<file path="src/logic/tkc_pkg.sv">
package tkc_pkg;

  // ****************************************
  // timing
  // ****************************************
  localparam int CLK_MHZ = 100;
  localparam int TICK_NS = 1000;
  localparam int TICK_CYCLES_DEF = TICK_NS * CLK_MHZ / 1000;
  localparam int ACQ_NS = 2000;
  localparam int ACQ_CYCLES_DEF = (ACQ_NS * CLK_MHZ + 999) / 1000;
  localparam int TMR_W = 17;

  // ****************************************
  // register word indices (byte address = 4 * index)
  // ****************************************
  localparam logic [5:0] IDX_ADC_CTRL = 6'h00;
  localparam logic [5:0] IDX_KEY_CTRL = 6'h01;
  localparam logic [5:0] IDX_KEY_PEND = 6'h02;
  localparam logic [5:0] IDX_KEY_STAT = 6'h03;
  localparam logic [5:0] IDX_KEY_MASK = 6'h04;
  localparam logic [5:0] IDX_SCAN_STAT = 6'h05;
  localparam logic [5:0] IDX_GPIO_CTRL = 6'h0E;
  localparam logic [5:0] IDX_GPIO_DATA = 6'h0F;
  localparam logic [5:0] IDX_GPIO_PUD = 6'h10;
  localparam logic [5:0] IDX_RES_BASE = 6'h11;
  localparam logic [5:0] IDX_RES_LAST = 6'h1A;

  // ****************************************
  // fields and reset values
  // ****************************************
  localparam int ADC_AUTO_BIT = 15;
  localparam int ADC_STS_BIT = 14;
  localparam int ADC_FN_LSB = 10;
  localparam int ADC_SET_LSB = 7;
  localparam logic [15:0] ADC_CTRL_WMASK = 16'hFF80;
  localparam logic [15:0] ADC_CTRL_RST = 16'h0000;
  localparam int KEY_MODE_LSB = 14;
  localparam int KEY_DBN_LSB = 11;
  localparam int KEY_START_BIT = 10;
  localparam logic [15:0] KEY_CTRL_WMASK = 16'hF800;
  localparam logic [15:0] KEY_CTRL_RST = 16'h0000;
  localparam logic [1:0] KM_HOST = 2'h0;
  localparam logic [1:0] KM_AUTO = 2'h2;
  localparam int GPIO_DATA_LSB = 8;
  localparam int NUM_RES = 10;

  localparam logic [3:0] FN_NONE = 4'h0;
  localparam logic [3:0] FN_XY = 4'h1;
  localparam logic [3:0] FN_XYZ = 4'h2;
  localparam logic [3:0] FN_X = 4'h3;
  localparam logic [3:0] FN_BAT = 4'h4;

  typedef enum logic [3:0] {
    CH_X = 4'h0, CH_Y = 4'h1, CH_Z1 = 4'h2, CH_Z2 = 4'h3,
    CH_CELL1 = 4'h4, CH_CELL2 = 4'h5, CH_SPARE1 = 4'h6, CH_SPARE2 = 4'h7,
    CH_TEMP1 = 4'h8, CH_TEMP2 = 4'h9
  } tkc_chan_t;

  typedef enum logic [1:0] {
    ST_IDLE = 2'b00, ST_SETTLE = 2'b01, ST_ACQ = 2'b10, ST_CONV = 2'b11
  } tkc_scan_t;

  typedef enum logic [0:0] {
    KS_IDLE = 1'b0, KS_SCAN = 1'b1
  } tkc_key_t;

  function automatic logic [2:0] seqLen(input logic [3:0] fn);
    case (fn)
      FN_XY: seqLen = 3'h2;
      FN_XYZ: seqLen = 3'h4;
      FN_X: seqLen = 3'h1;
      FN_BAT: seqLen = 3'h6;
      default: seqLen = 3'h1;
    endcase
  endfunction : seqLen

  function automatic tkc_chan_t seqChan(input logic [3:0] fn, input logic [2:0] step);
    if (fn == FN_BAT) seqChan = tkc_chan_t'(4'(step) + 4'h4);
    else seqChan = tkc_chan_t'({2'b00, step[1:0]});
  endfunction : seqChan

  // settling delay in timebase ticks of 1 us, 0 to 100 ms
  function automatic logic [TMR_W-1:0] settleTicks(input logic [2:0] sel);
    case (sel)
      3'h0: settleTicks = 17'h00000;
      3'h1: settleTicks = 17'h0000A;
      3'h2: settleTicks = 17'h00032;
      3'h3: settleTicks = 17'h00064;
      3'h4: settleTicks = 17'h003E8;
      3'h5: settleTicks = 17'h02710;
      3'h6: settleTicks = 17'h0C350;
      default: settleTicks = 17'h186A0;
    endcase
  endfunction : settleTicks

  // debounce period in ticks of 1 us, 2 ms to 70 ms
  function automatic logic [TMR_W-1:0] debounceTicks(input logic [2:0] sel);
    case (sel)
      3'h0: debounceTicks = 17'h007D0;
      3'h1: debounceTicks = 17'h02710;
      3'h2: debounceTicks = 17'h04E20;
      3'h3: debounceTicks = 17'h07530;
      3'h4: debounceTicks = 17'h09C40;
      3'h5: debounceTicks = 17'h0C350;
      3'h6: debounceTicks = 17'h0EA60;
      default: debounceTicks = 17'h11170;
    endcase
  endfunction : debounceTicks

endpackage : tkc_pkg

</file>
<file path="src/logic/tkc_scan_control.sv">
`timescale 1ns/10ps
module tkc_scan_control #(
  parameter int TICK_CYCLES = tkc_pkg::TICK_CYCLES_DEF,
  parameter int ACQ_CYCLES = tkc_pkg::ACQ_CYCLES_DEF
) (
  input wire logic clk,
  input wire logic rst_b,
  input wire logic [7:0] avsAddress,
  input wire logic avsRead,
  input wire logic avsWrite,
  input wire logic [31:0] avsWritedata,
  input wire logic [3:0] avsByteenable,
  output logic [31:0] avsReaddata,
  output logic avsWaitrequest,
  input wire logic touchPresent,
  output logic touchDriveOn,
  output logic batDividerOn,
  output logic tempBiasOn,
  output logic adcStart,
  output tkc_pkg::tkc_chan_t adcChannel,
  input wire logic adcDone,
  input wire logic [11:0] adcData,
  output logic touchInterrupt_b,
  output logic keypadInterrupt_b,
  input wire logic [7:0] padIn,
  output logic [7:0] padOut,
  output logic [7:0] padOe
);
  import tkc_pkg::*;

  if (TICK_CYCLES < 1 || TICK_CYCLES > 65535 || ACQ_CYCLES < 1 || ACQ_CYCLES > 65535) begin : g_paramCheck
    $error("tkc_scan_control: timing parameter out of range");
  end

  // ****************************************
  // bus slave
  // ****************************************
  logic ack_q;
  logic busWr;
  logic [5:0] idx;
  logic [15:0] wrMask;
  logic [15:0] wd;
  logic [15:0] rdMux;
  logic [15:0] adcCtrl_q;
  logic [15:0] keyCtrl_q;
  logic [15:0] keyMask_q;
  logic [15:0] gpioCtrl_q;
  logic [7:0] gpioPud_q;
  logic [7:0] gpioOut_q;
  logic [15:0] pending_q;
  logic [15:0] res_q [NUM_RES];
  tkc_scan_t scanSt_q;
  tkc_key_t keySt_q;

  function automatic logic [15:0] merge(input logic [15:0] old, input logic [15:0] nw, input logic [15:0] m);
    return (old & ~m) | (nw & m);
  endfunction : merge

  assign idx = avsAddress[7:2];
  assign wd = avsWritedata[15:0];
  assign wrMask = {{8{avsByteenable[1]}}, {8{avsByteenable[0]}}};
  // one wait state: the answer is always the second cycle of a request
  assign avsWaitrequest = (avsRead | avsWrite) & ~ack_q;
  assign busWr = avsWrite & ack_q;

  always_ff @(posedge clk or negedge rst_b) begin
    if (!rst_b) ack_q <= 1'b0;
    else ack_q <= (avsRead | avsWrite) & ~ack_q;
  end

  always_ff @(posedge clk or negedge rst_b) begin
    if (!rst_b) avsReaddata <= 32'h00000000;
    else if (avsRead & ~ack_q) avsReaddata <= {16'h0000, rdMux};
  end

  always_comb begin
    rdMux = 16'h0000;
    case (idx)
      IDX_ADC_CTRL: rdMux = adcCtrl_q;
      IDX_KEY_CTRL: rdMux = keyCtrl_q;
      IDX_KEY_PEND: rdMux = pending_q;
      IDX_KEY_STAT: rdMux = pending_q & ~keyMask_q;
      IDX_KEY_MASK: rdMux = keyMask_q;
      IDX_SCAN_STAT: rdMux = {13'h0000, touchPresent, keySt_q == KS_SCAN, scanSt_q != ST_IDLE};
      IDX_GPIO_CTRL: rdMux = gpioCtrl_q;
      IDX_GPIO_DATA: rdMux = {padIn, 8'h00};
      IDX_GPIO_PUD: rdMux = {gpioPud_q, 8'h00};
      default: begin
        if (idx >= IDX_RES_BASE && idx <= IDX_RES_LAST) rdMux = res_q[4'(idx - IDX_RES_BASE)];
      end
    endcase
  end

  // ****************************************
  // control registers
  // ****************************************
  logic adcWrite;
  logic keyWrite;
  logic [15:0] adcNew;
  logic [7:0] gpioSel;
  logic [7:0] gpioDir;
  logic [7:0] outMask;
  logic [7:0] dataLane;

  assign adcWrite = busWr && idx == IDX_ADC_CTRL;
  assign keyWrite = busWr && idx == IDX_KEY_CTRL;
  assign adcNew = merge(adcCtrl_q, wd, wrMask) & ADC_CTRL_WMASK;
  assign gpioSel = gpioCtrl_q[15:8];
  assign gpioDir = gpioCtrl_q[7:0];
  assign outMask = gpioSel & gpioDir;
  assign dataLane = outMask & {8{avsByteenable[1]}};

  always_ff @(posedge clk or negedge rst_b) begin
    if (!rst_b) begin
      adcCtrl_q <= ADC_CTRL_RST;
      keyCtrl_q <= KEY_CTRL_RST;
      keyMask_q <= 16'h0000;
      gpioCtrl_q <= 16'h0000;
      gpioPud_q <= 8'h00;
    end else if (busWr) begin
      case (idx)
        IDX_ADC_CTRL: adcCtrl_q <= adcNew;
        IDX_KEY_CTRL: keyCtrl_q <= merge(keyCtrl_q, wd, wrMask) & KEY_CTRL_WMASK;
        IDX_KEY_MASK: keyMask_q <= merge(keyMask_q, wd, wrMask);
        IDX_GPIO_CTRL: gpioCtrl_q <= merge(gpioCtrl_q, wd, wrMask);
        IDX_GPIO_PUD: if (avsByteenable[1]) gpioPud_q <= wd[15:8];
        default: ;
      endcase
    end
  end

  // inputs are not stored: a pin turned output later drives its old value
  always_ff @(posedge clk or negedge rst_b) begin
    if (!rst_b) gpioOut_q <= 8'h00;
    else if (busWr && idx == IDX_GPIO_DATA) gpioOut_q <= (wd[GPIO_DATA_LSB +: 8] & dataLane) | (gpioOut_q & ~dataLane);
  end

  // ****************************************
  // timebase
  // ****************************************
  logic [15:0] tickCnt_q;
  logic tick;

  assign tick = tickCnt_q == 16'(TICK_CYCLES - 1);

  always_ff @(posedge clk or negedge rst_b) begin
    if (!rst_b) tickCnt_q <= 16'h0000;
    else if (tick) tickCnt_q <= 16'h0000;
    else tickCnt_q <= tickCnt_q + 16'h0001;
  end

  // ****************************************
  // touch and measurement scan
  // ****************************************
  logic touchPrev_q;
  logic touchRise;
  logic autoMode;
  logic hostMode;
  logic hostStart;
  logic [3:0] fnCur;
  logic [3:0] fn_q;
  logic [2:0] step_q;
  logic [TMR_W-1:0] timer_q;
  logic [15:0] acqCnt_q;
  logic acqLast;
  logic touchPend_q;
  tkc_chan_t curChan;

  assign touchRise = touchPresent & ~touchPrev_q;
  assign autoMode = adcCtrl_q[ADC_AUTO_BIT] & ~adcCtrl_q[ADC_STS_BIT];
  assign hostMode = ~adcCtrl_q[ADC_AUTO_BIT] & ~adcCtrl_q[ADC_STS_BIT];
  assign fnCur = adcCtrl_q[ADC_FN_LSB +: 4];
  assign hostStart = adcWrite && adcNew[ADC_FN_LSB +: 4] != FN_NONE && scanSt_q == ST_IDLE;
  assign acqLast = acqCnt_q == 16'(ACQ_CYCLES - 1);
  assign curChan = seqChan(fn_q, step_q);
  assign adcChannel = curChan;

  always_ff @(posedge clk or negedge rst_b) begin
    if (!rst_b) touchPrev_q <= 1'b0;
    else touchPrev_q <= touchPresent;
  end

  always_ff @(posedge clk or negedge rst_b) begin
    if (!rst_b) begin
      scanSt_q <= ST_IDLE;
      fn_q <= FN_NONE;
      step_q <= 3'h0;
      timer_q <= '0;
      acqCnt_q <= 16'h0000;
    end else begin
      case (scanSt_q)
        ST_IDLE: begin
          if (hostStart) begin
            fn_q <= adcNew[ADC_FN_LSB +: 4];
            step_q <= 3'h0;
            acqCnt_q <= 16'h0000;
            scanSt_q <= ST_ACQ;
          end else if (touchRise && autoMode && fnCur != FN_NONE && fnCur != FN_BAT) begin
            fn_q <= fnCur;
            step_q <= 3'h0;
            timer_q <= '0;
            scanSt_q <= ST_SETTLE;
          end
        end
        ST_SETTLE: begin
          if (timer_q >= settleTicks(adcCtrl_q[ADC_SET_LSB +: 3])) begin
            acqCnt_q <= 16'h0000;
            scanSt_q <= ST_ACQ;
          end else if (tick) timer_q <= timer_q + 17'h00001;
        end
        ST_ACQ: begin
          if (acqLast) scanSt_q <= ST_CONV;
          else acqCnt_q <= acqCnt_q + 16'h0001;
        end
        ST_CONV: begin
          if (adcDone) begin
            if (step_q == 3'(seqLen(fn_q) - 3'h1)) scanSt_q <= ST_IDLE;
            else begin
              step_q <= step_q + 3'h1;
              acqCnt_q <= 16'h0000;
              scanSt_q <= ST_ACQ;
            end
          end
        end
        default: scanSt_q <= ST_IDLE;
      endcase
    end
  end

  always_ff @(posedge clk or negedge rst_b) begin
    if (!rst_b) adcStart <= 1'b0;
    else adcStart <= scanSt_q == ST_ACQ && acqLast;
  end

  always_ff @(posedge clk or negedge rst_b) begin
    if (!rst_b) begin
      for (int i = 0; i < NUM_RES; i++) res_q[i] <= 16'h0000;
    end else if (scanSt_q == ST_CONV && adcDone) res_q[curChan] <= {4'h0, adcData};
  end

  // sampling happens in acquisition; only the touch drive stays closed into conversion, divider and bias open
  assign touchDriveOn = (scanSt_q == ST_ACQ || scanSt_q == ST_CONV) && curChan <= CH_Z2;
  assign batDividerOn = scanSt_q == ST_ACQ && (curChan == CH_CELL1 || curChan == CH_CELL2);
  assign tempBiasOn = scanSt_q == ST_ACQ && (curChan == CH_TEMP1 || curChan == CH_TEMP2);

  always_ff @(posedge clk or negedge rst_b) begin
    if (!rst_b) touchPend_q <= 1'b0;
    else if (touchRise && hostMode) touchPend_q <= 1'b1;
    else if (adcWrite) touchPend_q <= 1'b0;
  end
  assign touchInterrupt_b = ~touchPend_q;

  // ****************************************
  // keypad
  // ****************************************
  logic [1:0] keyMode;
  logic keyAuto;
  logic keyHost;
  logic keyOn;
  logic [3:0] rowsNow;
  logic pressPrev_q;
  logic pressRise;
  logic keyStartCmd;
  logic [1:0] col_q;
  logic [15:0] snap_q;
  logic [15:0] last_q;
  logic [15:0] frameMasked;
  logic [TMR_W-1:0] keyTimer_q;
  logic keyDone;
  logic keyPend_q;

  function automatic logic [15:0] colMask(input logic [7:0] sel);
    for (int i = 0; i < 16; i++) colMask[i] = ~sel[4 + i / 4];
  endfunction : colMask

  assign keyMode = keyCtrl_q[KEY_MODE_LSB +: 2];
  assign keyAuto = keyMode == KM_AUTO;
  assign keyHost = keyMode == KM_HOST;
  assign keyOn = keyAuto | keyHost;
  // rows rely on outside pull-ups; a pressed key pulls its row low
  assign rowsNow = ~padIn[3:0] & ~gpioSel[3:0];
  assign pressRise = (|rowsNow) && !pressPrev_q && keySt_q == KS_IDLE && keyOn;
  assign keyStartCmd = keyWrite && avsByteenable[1] && wd[KEY_START_BIT] && keyOn && keySt_q == KS_IDLE;
  assign frameMasked = {rowsNow, snap_q[11:0]} & colMask(gpioSel);
  assign keyDone = keySt_q == KS_SCAN && tick && col_q == 2'h3 && frameMasked == last_q
    && keyTimer_q >= debounceTicks(keyCtrl_q[KEY_DBN_LSB +: 3]);

  // held high while scanning: a key still down when the scan ends gives no fresh edge
  always_ff @(posedge clk or negedge rst_b) begin
    if (!rst_b) pressPrev_q <= 1'b0;
    else pressPrev_q <= keySt_q == KS_SCAN || (|rowsNow);
  end

  always_ff @(posedge clk or negedge rst_b) begin
    if (!rst_b) begin
      keySt_q <= KS_IDLE;
      col_q <= 2'h0;
      snap_q <= 16'h0000;
      last_q <= 16'h0000;
      keyTimer_q <= '0;
    end else begin
      case (keySt_q)
        KS_IDLE: begin
          if ((pressRise && keyAuto) || keyStartCmd) begin
            col_q <= 2'h0;
            keyTimer_q <= '0;
            keySt_q <= KS_SCAN;
          end
        end
        KS_SCAN: begin
          if (tick) begin
            snap_q[{col_q, 2'b00} +: 4] <= rowsNow;
            col_q <= col_q + 2'h1;
            if (keyTimer_q != '1) keyTimer_q <= keyTimer_q + 17'h00001;
            if (col_q == 2'h3) begin
              if (frameMasked != last_q) begin
                last_q <= frameMasked;
                keyTimer_q <= '0;
              end else if (keyDone) keySt_q <= KS_IDLE;
            end
          end
        end
        default: keySt_q <= KS_IDLE;
      endcase
    end
  end

  always_ff @(posedge clk or negedge rst_b) begin
    if (!rst_b) pending_q <= 16'h0000;
    else if (keyDone) pending_q <= frameMasked;
  end

  always_ff @(posedge clk or negedge rst_b) begin
    if (!rst_b) keyPend_q <= 1'b0;
    else if (pressRise && keyHost) keyPend_q <= 1'b1;
    else if (keyWrite) keyPend_q <= 1'b0;
  end
  assign keypadInterrupt_b = ~keyPend_q;

  // ****************************************
  // pads
  // ****************************************
  always_comb begin
    padOut = 8'h00;
    padOe = 8'h00;
    for (int i = 0; i < 8; i++) begin
      if (gpioSel[i]) begin
        if (gpioDir[i]) begin
          if (gpioPud_q[i]) padOe[i] = ~gpioOut_q[i];
          else begin
            padOut[i] = gpioOut_q[i];
            padOe[i] = 1'b1;
          end
        end
      end else if (i >= 4 && keyOn) begin
        padOe[i] = keySt_q == KS_IDLE || col_q == 2'(i - 4);
      end
    end
  end

  // ****************************************
  // checks
  // ****************************************
  logic [2:0] batCnt_q;

  always_ff @(posedge clk or negedge rst_b) begin
    if (!rst_b) batCnt_q <= 3'h0;
    else if (scanSt_q == ST_IDLE) batCnt_q <= 3'h0;
    else if (adcStart && fn_q == FN_BAT) batCnt_q <= batCnt_q + 3'h1;
  end
endmodule : tkc_scan_control

</file>
<file path="config.mk">
export PLATFORM = sky130hd
export DESIGN_NAME = tkc_scan_control
export DESIGN_NICKNAME = d
export VERILOG_FILES = /design/src/logic/tkc_pkg.sv /design/src/logic/tkc_scan_control.sv
export SDC_FILE = /design/constraint.sdc
export NUM_CORES = 1
export LEC_CHECK = 0
export BUFFER_PORTS_ARGS = -buffer_cell sky130_fd_sc_hd__buf_2
export CAP_MARGIN = 20
export CORE_MARGIN = 5
export CORE_UTILIZATION = 45
export DETAILED_ROUTE_END_ITERATION = 7
export PLACE_DENSITY = 0.66
export SYNTH_ARGS = -nofsm -noshare
export SYNTH_HDL_FRONTEND = slang
export SYNTH_SLANG_ARGS = --single-unit
</file>
<file path="constraint.sdc">
create_clock -name clk -period 7 [get_ports clk]
set_clock_uncertainty 0.15 [all_clocks]
set_input_delay 0.35 -clock clk [delete_from_list [all_inputs] [get_ports clk]]
set_output_delay 0.35 -clock clk [all_outputs]
set_load 0.01 [all_outputs]
</file>
## Word-level counts from Yosys, hierarchy flattened

Index checks and enable logic that the tools add are counted.

| word-level totals | value |
|---|---|
| register bits after elaboration | 370 |
| input bits | 70 |
| output and inout bits | 59 |

| operators by class | value |
|---|---|
| $add $sub $neg | 10 |
| $lt $le $gt $ge | 8 |
| equality and inequality tests | 54 |
| shift-type cells | 2 |
| mux-type cells | 113 |
| bitwise operators | 51 |
| reduce and logical (&&, ||, !) cells | 67 |

Operator list:

| cell | number |
|---|---|
| case mux 17 bit (7 select lines) | 2 |
| two-way mux 17 bit | 10 |
| bitwise mux 160 bit | 1 |
| two-way mux 16 bit | 10 |
| case mux 16 bit (9 select lines) | 1 |
| AND 16 bit | 7 |
| case mux 17 bit (2 select lines) | 2 |
| binary-select mux 16 bit (select 4 bit) | 1 |
| demux 16 bit (select 4 bit) | 1 |
| OR 16 bit | 4 |
| case mux 16 bit (4 select lines) | 1 |
| two-way mux 1 bit | 61 |
| adder 17 x 1 -> 17 bit, second input constant | 2 |
| greater-or-equal comparator 17 bit | 2 |
| adder 16 x 1 -> 16 bit, second input constant | 2 |
| AND 8 bit | 4 |
| NOT 16 bit | 2 |
| logical AND 1 bit | 29 |
| inequality test 2 bit, second input constant | 10 |
| NOT 1 bit | 19 |
| equality test 3 bit, second input constant | 6 |
| two-way mux 3 bit | 6 |
| inequality test 17 bit, second input constant | 1 |
| bitwise mux 16 bit | 1 |
| other kinds (60) | 120 |

## Logic depth before layout (Yosys ltp)

Gate-level depths: netlist of run 1.

| depth | value |
|---|---|
| depth after elaboration | 11 |
| mapped depth | 14 |
| gate-level depth less buffers | 12 |

## Least setup slack after synthesis of run 1

Ideal clock, no wire load.

| timing path | value |
|---|---|
| path kind | input port to flip-flop |
| from | input port avsAddress[2] |
| to | register avsReaddata[11] |
| setup time | 0.126 ns |
| arrival time | 3.286 ns |
| setup slack | 3.438 ns |
| stages | 11 |
| buffers on the path | 5 |
| cells stage by stage | clkbuf_1 buf_2 buf_2 inv_1 ha_1 buf_1 clkbuf_1 mux4_2 mux2i_1 o22ai_1 a221o_1 |

| between the ends | value |
|---|---|
| longest elaborated chain between the ends | 7 |

RTL lines:

| element | line | source |
|---|---|---|
| start: declaration | tkc_scan_control.sv:8 | `input wire logic [7:0] avsAddress,` |
| subtractor 4 x 1 -> 4 bit | tkc_scan_control.sv:89 | `if (idx >= IDX_RES_BASE && idx <= IDX_RES_LAST) rdMux = res_q[4'(idx - IDX_RES_BASE)];` |
| NOT 4 -> 5 bit (implied by the code) | tkc_scan_control.sv:89 |  |
| binary-select mux 16 bit (select 4 bit) | tkc_scan_control.sv:89 |  |
| two-way mux 16 bit (implied by the code) (2 in series) | tkc_scan_control.sv:89 |  |
| two-way mux 16 bit | tkc_scan_control.sv:89 |  |
| case mux 16 bit (9 select lines) (*) | tkc_scan_control.sv:78 | `case (idx)` |
| end signal: assignment | tkc_scan_control.sv:73 | `else if (avsRead & ~ack_q) avsReaddata <= {16'h0000, rdMux};` |
| end: declaration | tkc_scan_control.sv:13 | `output logic [31:0] avsReaddata,` |

Every way passes the cells marked *; elsewhere a longest branch is shown, timed or not. The select of a mux whose other input is x is not followed.
A chain may end at the register's enable or synchronous reset.

==> flow_metrics.tcl, run 1 <==
set metrics [dict create \
    layout_common_cells "dfrtp_1 (326), mux2_2 (208), nand2_1 (137)" \
    cts_resized 0 \
    yosysWarnings 0 \
    cp_num_buf_inv 0 \
    grt_pass1_wl_um 71790 \
    peakVddDrop_uv 183.0 \
    max_freq_mhz 274.7 \
    place_inst 2084 \
    tns_ns 0 \
    synth_cells 1547 \
    holdWs_ns 0.02556 \
    route.vias.total 12740 \
    antenna_found_initial 9 \
    cp_slowest_cell "nor3_4" \
    cts-root-buf "clkbuf_16" \
    reg2reg_to "pending_q[1]" \
    dpl_cell_area_mm2 0.01804 \
    critical_path.top_delay_family "simple AND/OR/NAND/NOR gates" \
    worstSetupPathDepth 10 \
    synth_enable_flop_cells 0 \
    core-area_mm2 0.03767 \
    ant_nets 0 \
    end_kind "flop" \
    chipWidth_um 205.3 \
    h-tree-depth 2 \
    grt.total_usage_pct 21.47 \
    vias_per_cell 5.853 \
    drtIter0Drc 900 \
    rsz0062_at_grt "false" \
    status "finished clean" \
    drcViolationCount 0 \
    clockBufferDepth 3 \
    leakage_nw 9.332 \
    first_pass_iters 6 \
    syn_to_final_growth_pct 14.68 \
    crit_arrival_ns 3.91 \
    die_h_um 205.3 \
    crit_required_ns 7.27 \
    drive_above_1_share_pct 26.87 \
    tightest_slew_ns 1.037 \
    numPortBuffers 92 \
    cts_tree "done" \
    wl_per_cell_um 20.86 \
    avgSynthCellArea_um2 11.10 \
    cts_buffers 38 \
    finish.utilization_pct 52.27 \
    clk_pin_slew_ns 0.06 \
    start_util_pct 45.58 \
    cp-start-kind "flop" \
    synth.yosys.seq_area_share_pct 47.52 \
    slew_headroom_pct 30.66 \
    synth.top_cell.area_share_pct 47.52 \
    synth_top_cells_by_area "dfrtp_1 (48%), mux2_2 (14%), ha_1 (3.4%), mux4_2 (3.1%), nand2_1 (3.0%)" \
    ctsHoldBuffers 18 \
    rrSetupSlack_ns 3.36 \
    nets 1749 \
    wirelength_um 45410 \
    endpoint "pending_q[1]" \
    path_class "reg -> reg" \
    layout_worst_path_cycle_share_pct 52.00 \
    async_flop_share_pct 100.0 \
    path_cells "nor2_1 -> or2_2 -> ha_1 -> nand4bb_1 -> a31oi_1 -> a2111oi_0 -> o221ai_1 -> nand4_1 -> nor3_4 -> mux2_2" \
    synth_area_mm2 0.01717 \
    yosysTopAreaCell "dfrtp_1" \
    setup_slack_ns 3.360 \
    rr_worst_depth 10 \
    die_area_mm2 0.04215 \
    fill_cells 3326 \
    layout_commonest_cell "dfrtp_1" \
    cap_violations 0 \
    final_cells 2177 \
    synth_seq_cells 326 \
    synth_ff_type "dfrtp_1" \
    grt_max_degree 110 \
    postCtsSetupBuffers 0 \
    critical_path.max_fanout 17 \
    dp_worst_setup_slack_ns 3.378 \
    dp_hpwl_um 31080 \
    holdCritPathClass "in -> reg" \
    drv_slew 0 \
    power.density_mw_per_mm2 231.7 \
    cts.sinks 326 \
    period_needed_ns 3.640 \
    fin_area_mm2 0.01969 \
    grt-ovfl-total 0 \
    ios 129 \
    placementRows 71 \
    synth.distinct_cells 83 \
    finalSetupViolations 0 \
    cpPeakStageDelay_ns 0.76 \
    clk_latency_ns 0.54 \
    place_congestion 0.8912 \
    grt_pass1_vias 12850 \
    final_hold_viol_count 0 \
    power_mw 4.561 \
]
## layout make-up
| cell class | instances | area (um2) | share of cell area (%) |
|---|---|---|---|
| diodes | 6 | 15.01 | 0.07627 |
| clock buffers | 51 | 1091 | 5.542 |
| clock inverters | 17 | 335.3 | 1.703 |
| inverters | 38 | 142.6 | 0.7245 |
| multi-input cells | 1100 | 8499 | 43.17 |
| flip-flops and latches | 326 | 8158 | 41.44 |
| well taps | 511 | 639.4 | 3.248 |
| repair buffers | 128 | 805.8 | 4.093 |
## power by group
group	leakage (nW)	internal [mW]	switching (mW)
clock network	0.704	1.43	0.816
registers	4.35	1.93	0.0670
logic	4.28	0.116	0.199
total	9.33	3.48	1.08
## cells in the mapped netlist, types with 15 or more instances
cell type and number:
nand2_1 137, a31oi_1 26, o21ai_0 49, a21o_1 20, mux2i_1 31, nor2b_1 22, xnor2_1 21, clkbuf_1 50
nand4_1 17, a21oi_1 39, nand3_1 63, and3_1 16, mux4_2 24, dfrtp_1 326, a222oi_1 17, mux2_2 208
ha_1 47, nor2_1 91, nor3_1 19, or2_2 15, inv_1 38, buf_4 19, buf_1 17
## how the worst min path moves through the flow
stage                                start            end  slack (ns)  cells past startpoint
after global placement        tickCnt_q[0]   tickCnt_q[0]        0.30                      1
after CTS                      adcData[11]      res_q[75]      0.0005                      2
final                     avsWritedata[15]           flop        0.03                      2
after global routing           adcData[11]      res_q[75]        0.02                      2
after detailed placement     tickCnt_q[15]  tickCnt_q[15]        0.30                      1
after floorplan                      rst_b      async pin        -0.1                      0
## cell families after synthesis
kind of cell               after synthesis  synth area share, %
and+or+nand+nor                        479                14.42
AOI/OAI and AO/OA                      258                10.47
DFF                                    326                47.52
muxes                                  272                19.19
buffers and inverters                  136                3.513
xor gates and xnor gates                28                1.429
adders and majority gates               47                3.426
other                                    1              0.02184
## routing by layer
layer	wire [um]	vias to the layer above	GRT usage [%]
met3	3007	79	4.381
met4	1258	6	6.866
met2	21360	381	34.43
met5	34	-	0
met1	19750	6427	29.49
li1	-	5849	-
No activity file was read; power rests on OpenSTA's default activity.
==> run 2: changes to the inputs <==
- ABC_AREA: default -> 1
- PLACE_DENSITY: 0.66 -> 0.65
- clock period: 7 -> 3.5 ns (I/O delays scaled with it)
==> flow_metrics.tcl, run 2 <==
set metrics [dict create \
    grt-ovfl-total 0 \
    crit_arrival_ns 3.17 \
    drcViolationCount 0 \
    tightest_slew_ns 0.9472 \
    peakVddDrop_uv 309.5 \
    layout_commonest_cell "nand2_1" \
    clk_pin_slew_ns 0.06 \
    status "finished clean" \
    muxShareOfSynthArea_pct 0 \
    fill_cells 3837 \
    yosysTopAreaCell "dfrtp_1" \
    hold_depth 7 \
    ctsHoldBuffers 41 \
    postCtsSetupBuffers 0 \
    die_area_mm2 0.04433 \
    diodes 0 \
    syn_to_final_growth_pct 14.01 \
    drv_slew 0 \
    synth_cells 2395 \
    finalSetupViolations 0 \
    clockBufferDepth 3 \
    wirelength_um 51570 \
    grt_pass1_vias 15700 \
    end_kind "flop" \
    path_class "reg -> reg" \
    synth.distinct_cells 53 \
    grt_pass1_wl_um 83840 \
    critical_path.max_fanout 17 \
    placementRows 73 \
    start_util_pct 45.55 \
    cts_tree "done" \
    numPortBuffers 92 \
    synth_top_cells_by_area "dfrtp_1 (45%), nand2_1 (15%), o21ai_0 (7.4%), nand3_1 (4.9%), inv_1 (4.5%)" \
    synth_most_common_cell "nand2_1" \
    ant_nets 0 \
    vias_per_cell 5.354 \
    worstHoldStart "padIn[4]" \
    synth_area_mm2 0.01810 \
    final_cells 3055 \
    cts_resized 0 \
    cap_violations 0 \
    synth_top_family_by_area "simple AND/OR/NAND/NOR gates" \
    rsz0062_at_grt "false" \
    rr_worst_depth 16 \
    rrSetupSlack_ns 0.66 \
    cp-start-kind "flop" \
    tns_ns 0 \
    synth_compound_area_share_pct 12.93 \
    route.vias.total 16360 \
    power_mw 10.48 \
    synth_seq_cells 326 \
    synth.yosys.seq_area_share_pct 45.08 \
    layout_worst_path_cycle_share_pct 81.04 \
    drive_above_1_share_pct 9.486 \
    cts_buffers 39 \
    grt.total_usage_pct 23.11 \
    first_pass_iters 7 \
    power.density_mw_per_mm2 507.9 \
    cts-root-buf "clkbuf_16" \
    final_hold_viol_count 0 \
    place_inst 2946 \
    synth_enable_flop_cells 0 \
    dp_hpwl_um 37050 \
    h-tree-depth 2 \
    reg2reg_to "acqCnt_q[7]" \
    crit_required_ns 3.83 \
    dp_worst_setup_slack_ns 0.6682 \
    synthXorXnorAreaFrac_pct 2.074 \
    synthAdderAreaFrac_pct 3.250 \
    synth_commonest_cells "nand2_1 (716), dfrtp_1 (326), o21ai_0 (268)" \
    avgSynthCellArea_um2 7.556 \
    holdWs_ns 0.05076 \
    ios 129 \
    holdCritPathClass "in -> reg" \
    antenna_found_initial 0 \
    hold_end "avsReaddata[12]" \
    place_congestion 0.9640 \
    die_h_um 210.5 \
    cts.sinks 326 \
    period_needed_ns 2.836 \
    leakage_nw 10.14 \
    layout_common_cells "nand2_1 (716), dfrtp_1 (326), o21ai_0 (268)" \
    yosysWarnings 0 \
    slew_headroom_pct 36.78 \
    max_freq_mhz 352.6 \
    chipWidth_um 210.5 \
    wl_per_cell_um 16.88 \
    synth.top_cell.area_share_pct 45.08 \
    setup_slack_ns 0.6638 \
    nets 2620 \
    grt_max_degree 88 \
    drtIter0Drc 1402 \
    clk_latency_ns 0.55 \
    yosys.area_share.simple_pct 28.78 \
    synth_ff_type "dfrtp_1" \
    async_flop_share_pct 100.0 \
    core-area_mm2 0.03973 \
]
==> run 2: cell types whose count changed after synthesis, moves of 22 or more <==
cell     previous run  this run
mux4_2             24         0
xor2_1              7        34
mux2_2            208         0
nor2_1             91       170
nand4_1            17        51
nor2b_1            22         0
inv_1              38       219
a21oi_1            39        92
nand3_1            63       176
o21ai_0            49       268
nand2_1           137       716
mux2i_1            31         0
==> run 2: cells by family after synthesis <==
logic type,Yosys count
flops,326
xor+xnor,42
simple gates,1205
buf+inv,337
fa+ha+maj,47
other cells,1
compound gates,437
==> run 2: routing by layer <==
layer	track usage (%)	part of all wire [%]	up-vias	wire length (um)
met5	0	0	-	0
met4	6.595	2.8	0	1431
met3	3.780	5.6	87	2874
met2	37.91	47	411	24280
met1	31.91	45	7848	22980
li1	-	-	8011	-
==> run 2: power breakdown <==
part / internal [mW] / switching [mW] / leakage [nW]
logic: 0.576 / 1.29 / 5.23
clock network: 2.54 / 1.62 / 0.653
registers: 4.16 / 0.290 / 4.26
total: 7.28 / 3.20 / 10.1
==> run 2: layout make-up <==
| type | instances | area, um2 | area share (%) |
|---|---|---|---|
| sequential | 326 | 8158 | 39.54 |
| multi-input combinational | 1747 | 8571 | 41.54 |
| tap | 525 | 656.9 | 3.184 |
| timing repair buffer | 147 | 1023 | 4.961 |
| clock buffer | 57 | 1176 | 5.701 |
| clock inverter | 11 | 133.9 | 0.6489 |
| inverter | 242 | 912.1 | 4.421 |
==> run 2: worst max path at each step <==
stage | start | endpoint | slack [ns] | cells after the start
floorplan | flop | pending_q[10] | 1.06 | 12
global placement | flop | acqCnt_q[1] | 0.76 | 16
detailed placement | flop | acqCnt_q[0] | 0.67 | 16
CTS | flop | acqCnt_q[7] | 0.65 | 16
global route | flop | acqCnt_q[0] | 0.33 | 16
finish | flop | acqCnt_q[7] | 0.66 | 16
==> run 2: per-stage QoR <==
step,area (um2),util (%)
5_1_grt,20630,51.93
2_1_floorplan,18150,-
3_3_place_gp,18910,47.60
3_5_place_dp,18910,47.60
6_report,20630,51.93
4_1_cts,20630,51.93
==> run 2: critical path, stage by stage (launching register included) <==
cell and delay (ns):
dfrtp_1 0.53, nand2_1 0.18, inv_1 0.11, nand2_1 0.08
nand2_1 0.07, inv_1 0.04, ha_1 0.26, nand2_1 0.06
nor2_1 0.15, nand3b_1 0.12, nor2_1 0.12, nor2_1 0.06
nand3_1 0.14, nand2_2 0.21, nor2_1 0.31, nand2_1 0.09
nand2_1 0.08
==> run 3: changes to the inputs <==
- clock period: 3.5 -> 2.9 ns (I/O delays scaled with it)
==> flow_metrics.tcl, run 3 (synthesis results as in run 2) <==
set metrics [dict create \
    status "finished, violations left" \
    violations "negative hold slack" \
    cpPeakStageDelay_ns 0.66 \
    grt-ovfl-total 0 \
    drtIter0Drc 1589 \
    power_frac_comb_pct 18.1 \
    grt_max_degree 85 \
    leakage_nw 10.21 \
    vias_per_cell 5.340 \
    placementRows 73 \
    ant_nets 0 \
    clockPowerShare_pct 38.9 \
    crit_arrival_ns 2.91 \
    cts_tree "done" \
    cp-start-kind "primary input" \
    chipWidth_um 210.5 \
    tightest_slew_ns 0.8854 \
    drv_slew 0 \
    wl_per_cell_um 16.90 \
    max_freq_mhz 381.6 \
    finalSetupViolations 0 \
    slew_headroom_pct 40.97 \
    layout_common_cells "nand2_1 (716), dfrtp_1 (326), o21ai_0 (268)" \
    cts_buffers 40 \
    clk_latency_ns 0.56 \
    layout_worst_path_cycle_share_pct 90.36 \
    antenna_found_initial 0 \
    power.density_mw_per_mm2 602.7 \
    path_class "in -> reg" \
    rsz0062_at_grt "true" \
    cap_violations 0 \
    wirelength_um 52060 \
    rrSetupSlack_ns 0.32 \
    peakVddDrop_uv 424.7 \
    core-area_mm2 0.03973 \
    reg2reg_to "acqCnt_q[6]" \
    finish.utilization_pct 52.26 \
    drcViolationCount 0 \
    ios 129 \
    numPortBuffers 92 \
    period_needed_ns 2.620 \
    drive_above_1_share_pct 10.14 \
    die_h_um 210.5 \
    intPower_mw 8.627 \
    syn_to_final_growth_pct 14.74 \
    p_sw_share_pct 31.07 \
    grt.total_usage_pct 23.47 \
    first_pass_iters 5 \
    clockBufferDepth 3 \
    holdCritPathClass "in -> async" \
    p_sw_mw 3.888 \
    layout_commonest_cell "nand2_1" \
    nets 2641 \
    p_seq_share_pct 43.0 \
    cp_slowest_cell "nor2_1" \
    final_hold_viol_count 1 \
    h-tree-depth 2 \
    start_util_pct 45.55 \
    rr_worst_depth 16 \
    grt_pass1_vias 15950 \
    die_area_mm2 0.04433 \
    grt_pass1_wl_um 84670 \
    path_cells "dlygate4sd3_1 -> buf_2 -> nor2_2 -> nand3_1 -> nor2_1 -> nand3_1 -> nand2_1 -> o21ai_0 -> dlygate4sd3_1" \
    cts.sinks 326 \
    holdWs_ns -0.001708 \
    end_kind "flop" \
    cts-root-buf "clkbuf_16" \
    clk_pin_slew_ns 0.06 \
    route.vias.total 16450 \
    critical_path.max_fanout 5 \
    crit_required_ns 3.19 \
    postCtsSetupBuffers 0 \
    dp_hpwl_um 37790 \
    place_congestion 0.9447 \
]
run 3: cell types whose count changed in the layout (fill, tap and decap cells not counted), moves of 2 or more:
| cell | previous run | this run |
|---|---|---|
| buf_4 | 11 | 28 |
| clkbuf_8 | 9 | 4 |
| clkbuf_1 | 7 | 11 |
| clkinv_2 | 8 | 11 |
| clkinvlp_4 | 0 | 2 |
| dlygate4sd3_1 | 41 | 43 |
run 3: critical path, delay by kind of cell:
| family | cells | cell delay (ns) |
|---|---|---|
| and+or+nand+nor | 5 | 1.44 |
| AOI/OAI and AO/OA | 1 | 0.06 |
| buffers and inverters | 3 | 1.25 |
run 3: cell type report:
| class | instances | area, um2 |
|---|---|---|
| fill | 3851 | 18970 |
| multi-input combinational | 1747 | 8578 |
| sequential | 326 | 8158 |
| timing repair buffer | 167 | 1191 |
| clock buffer | 56 | 1122 |
| inverter | 242 | 912.1 |
| tap | 525 | 656.9 |
| clock inverter | 16 | 142.6 |
| antenna | 1 | 2.502 |
run 3: power groups by stage:
| stage | clock network [mW] | logic [mW] | registers (mW) |
|---|---|---|---|
| floorplan | 0 | 1.61 | 5.34 |
| global placement | 0 | 2.16 | 5.42 |
| detailed placement | 0 | 2.22 | 5.44 |
| CTS | 4.97 | 2.28 | 5.37 |
| global route | 5.17 | 2.60 | 5.43 |
| finish | 4.87 | 2.27 | 5.38 |
run 3: metal layers:
layer | share of wire [%] | wire [um] | GRT usage [%] | vias to the layer above
li1 | - | - | - | 8050
met1 | 45 | 23390 | 32.61 | 7807
met2 | 46 | 23970 | 37.54 | 475
met3 | 5.3 | 2744 | 3.691 | 115
met4 | 3.7 | 1952 | 8.428 | 0
met5 | 0 | 0 | 0 | -
run 3: worst max path at each step:
| stage | startpoint | endpoint | cells past startpoint |
|---|---|---|---|
| finish | avsAddress[6] | flop | 9 |
| global route | flop | acqCnt_q[0] | 16 |
| CTS | flop | timer_q[9] | 16 |
| detailed placement | flop | timer_q[9] | 16 |
| global placement | flop | acqCnt_q[1] | 16 |
| floorplan | flop | pending_q[10] | 12 |
run 3: repair_timing:
action                                  CTS  global route
endpoints found under the setup margin    0            13
hold buffers                             43             0
hold endpoints to repair                462             0
resized for setup                         0             2
run 3: through the flow:
step | instance area (um2) | TNS (ns) | std cells | total power [mW] | setup WS, ns
2_1_floorplan | 18150 | 0 | 2410 | 6.948 | 0.4571
3_3_place_gp | 19060 | 0 | 2964 | 7.583 | 0.3014
3_5_place_dp | 19060 | 0 | 2964 | 7.661 | 0.2687
4_1_cts | 20750 | 0 | 3079 | 12.61 | 0.2472
5_1_grt | 20760 | -0.01147 | 3079 | 13.20 | -0.01147
6_report | 20760 | 0 | 3080 | 12.52 | 0.2796
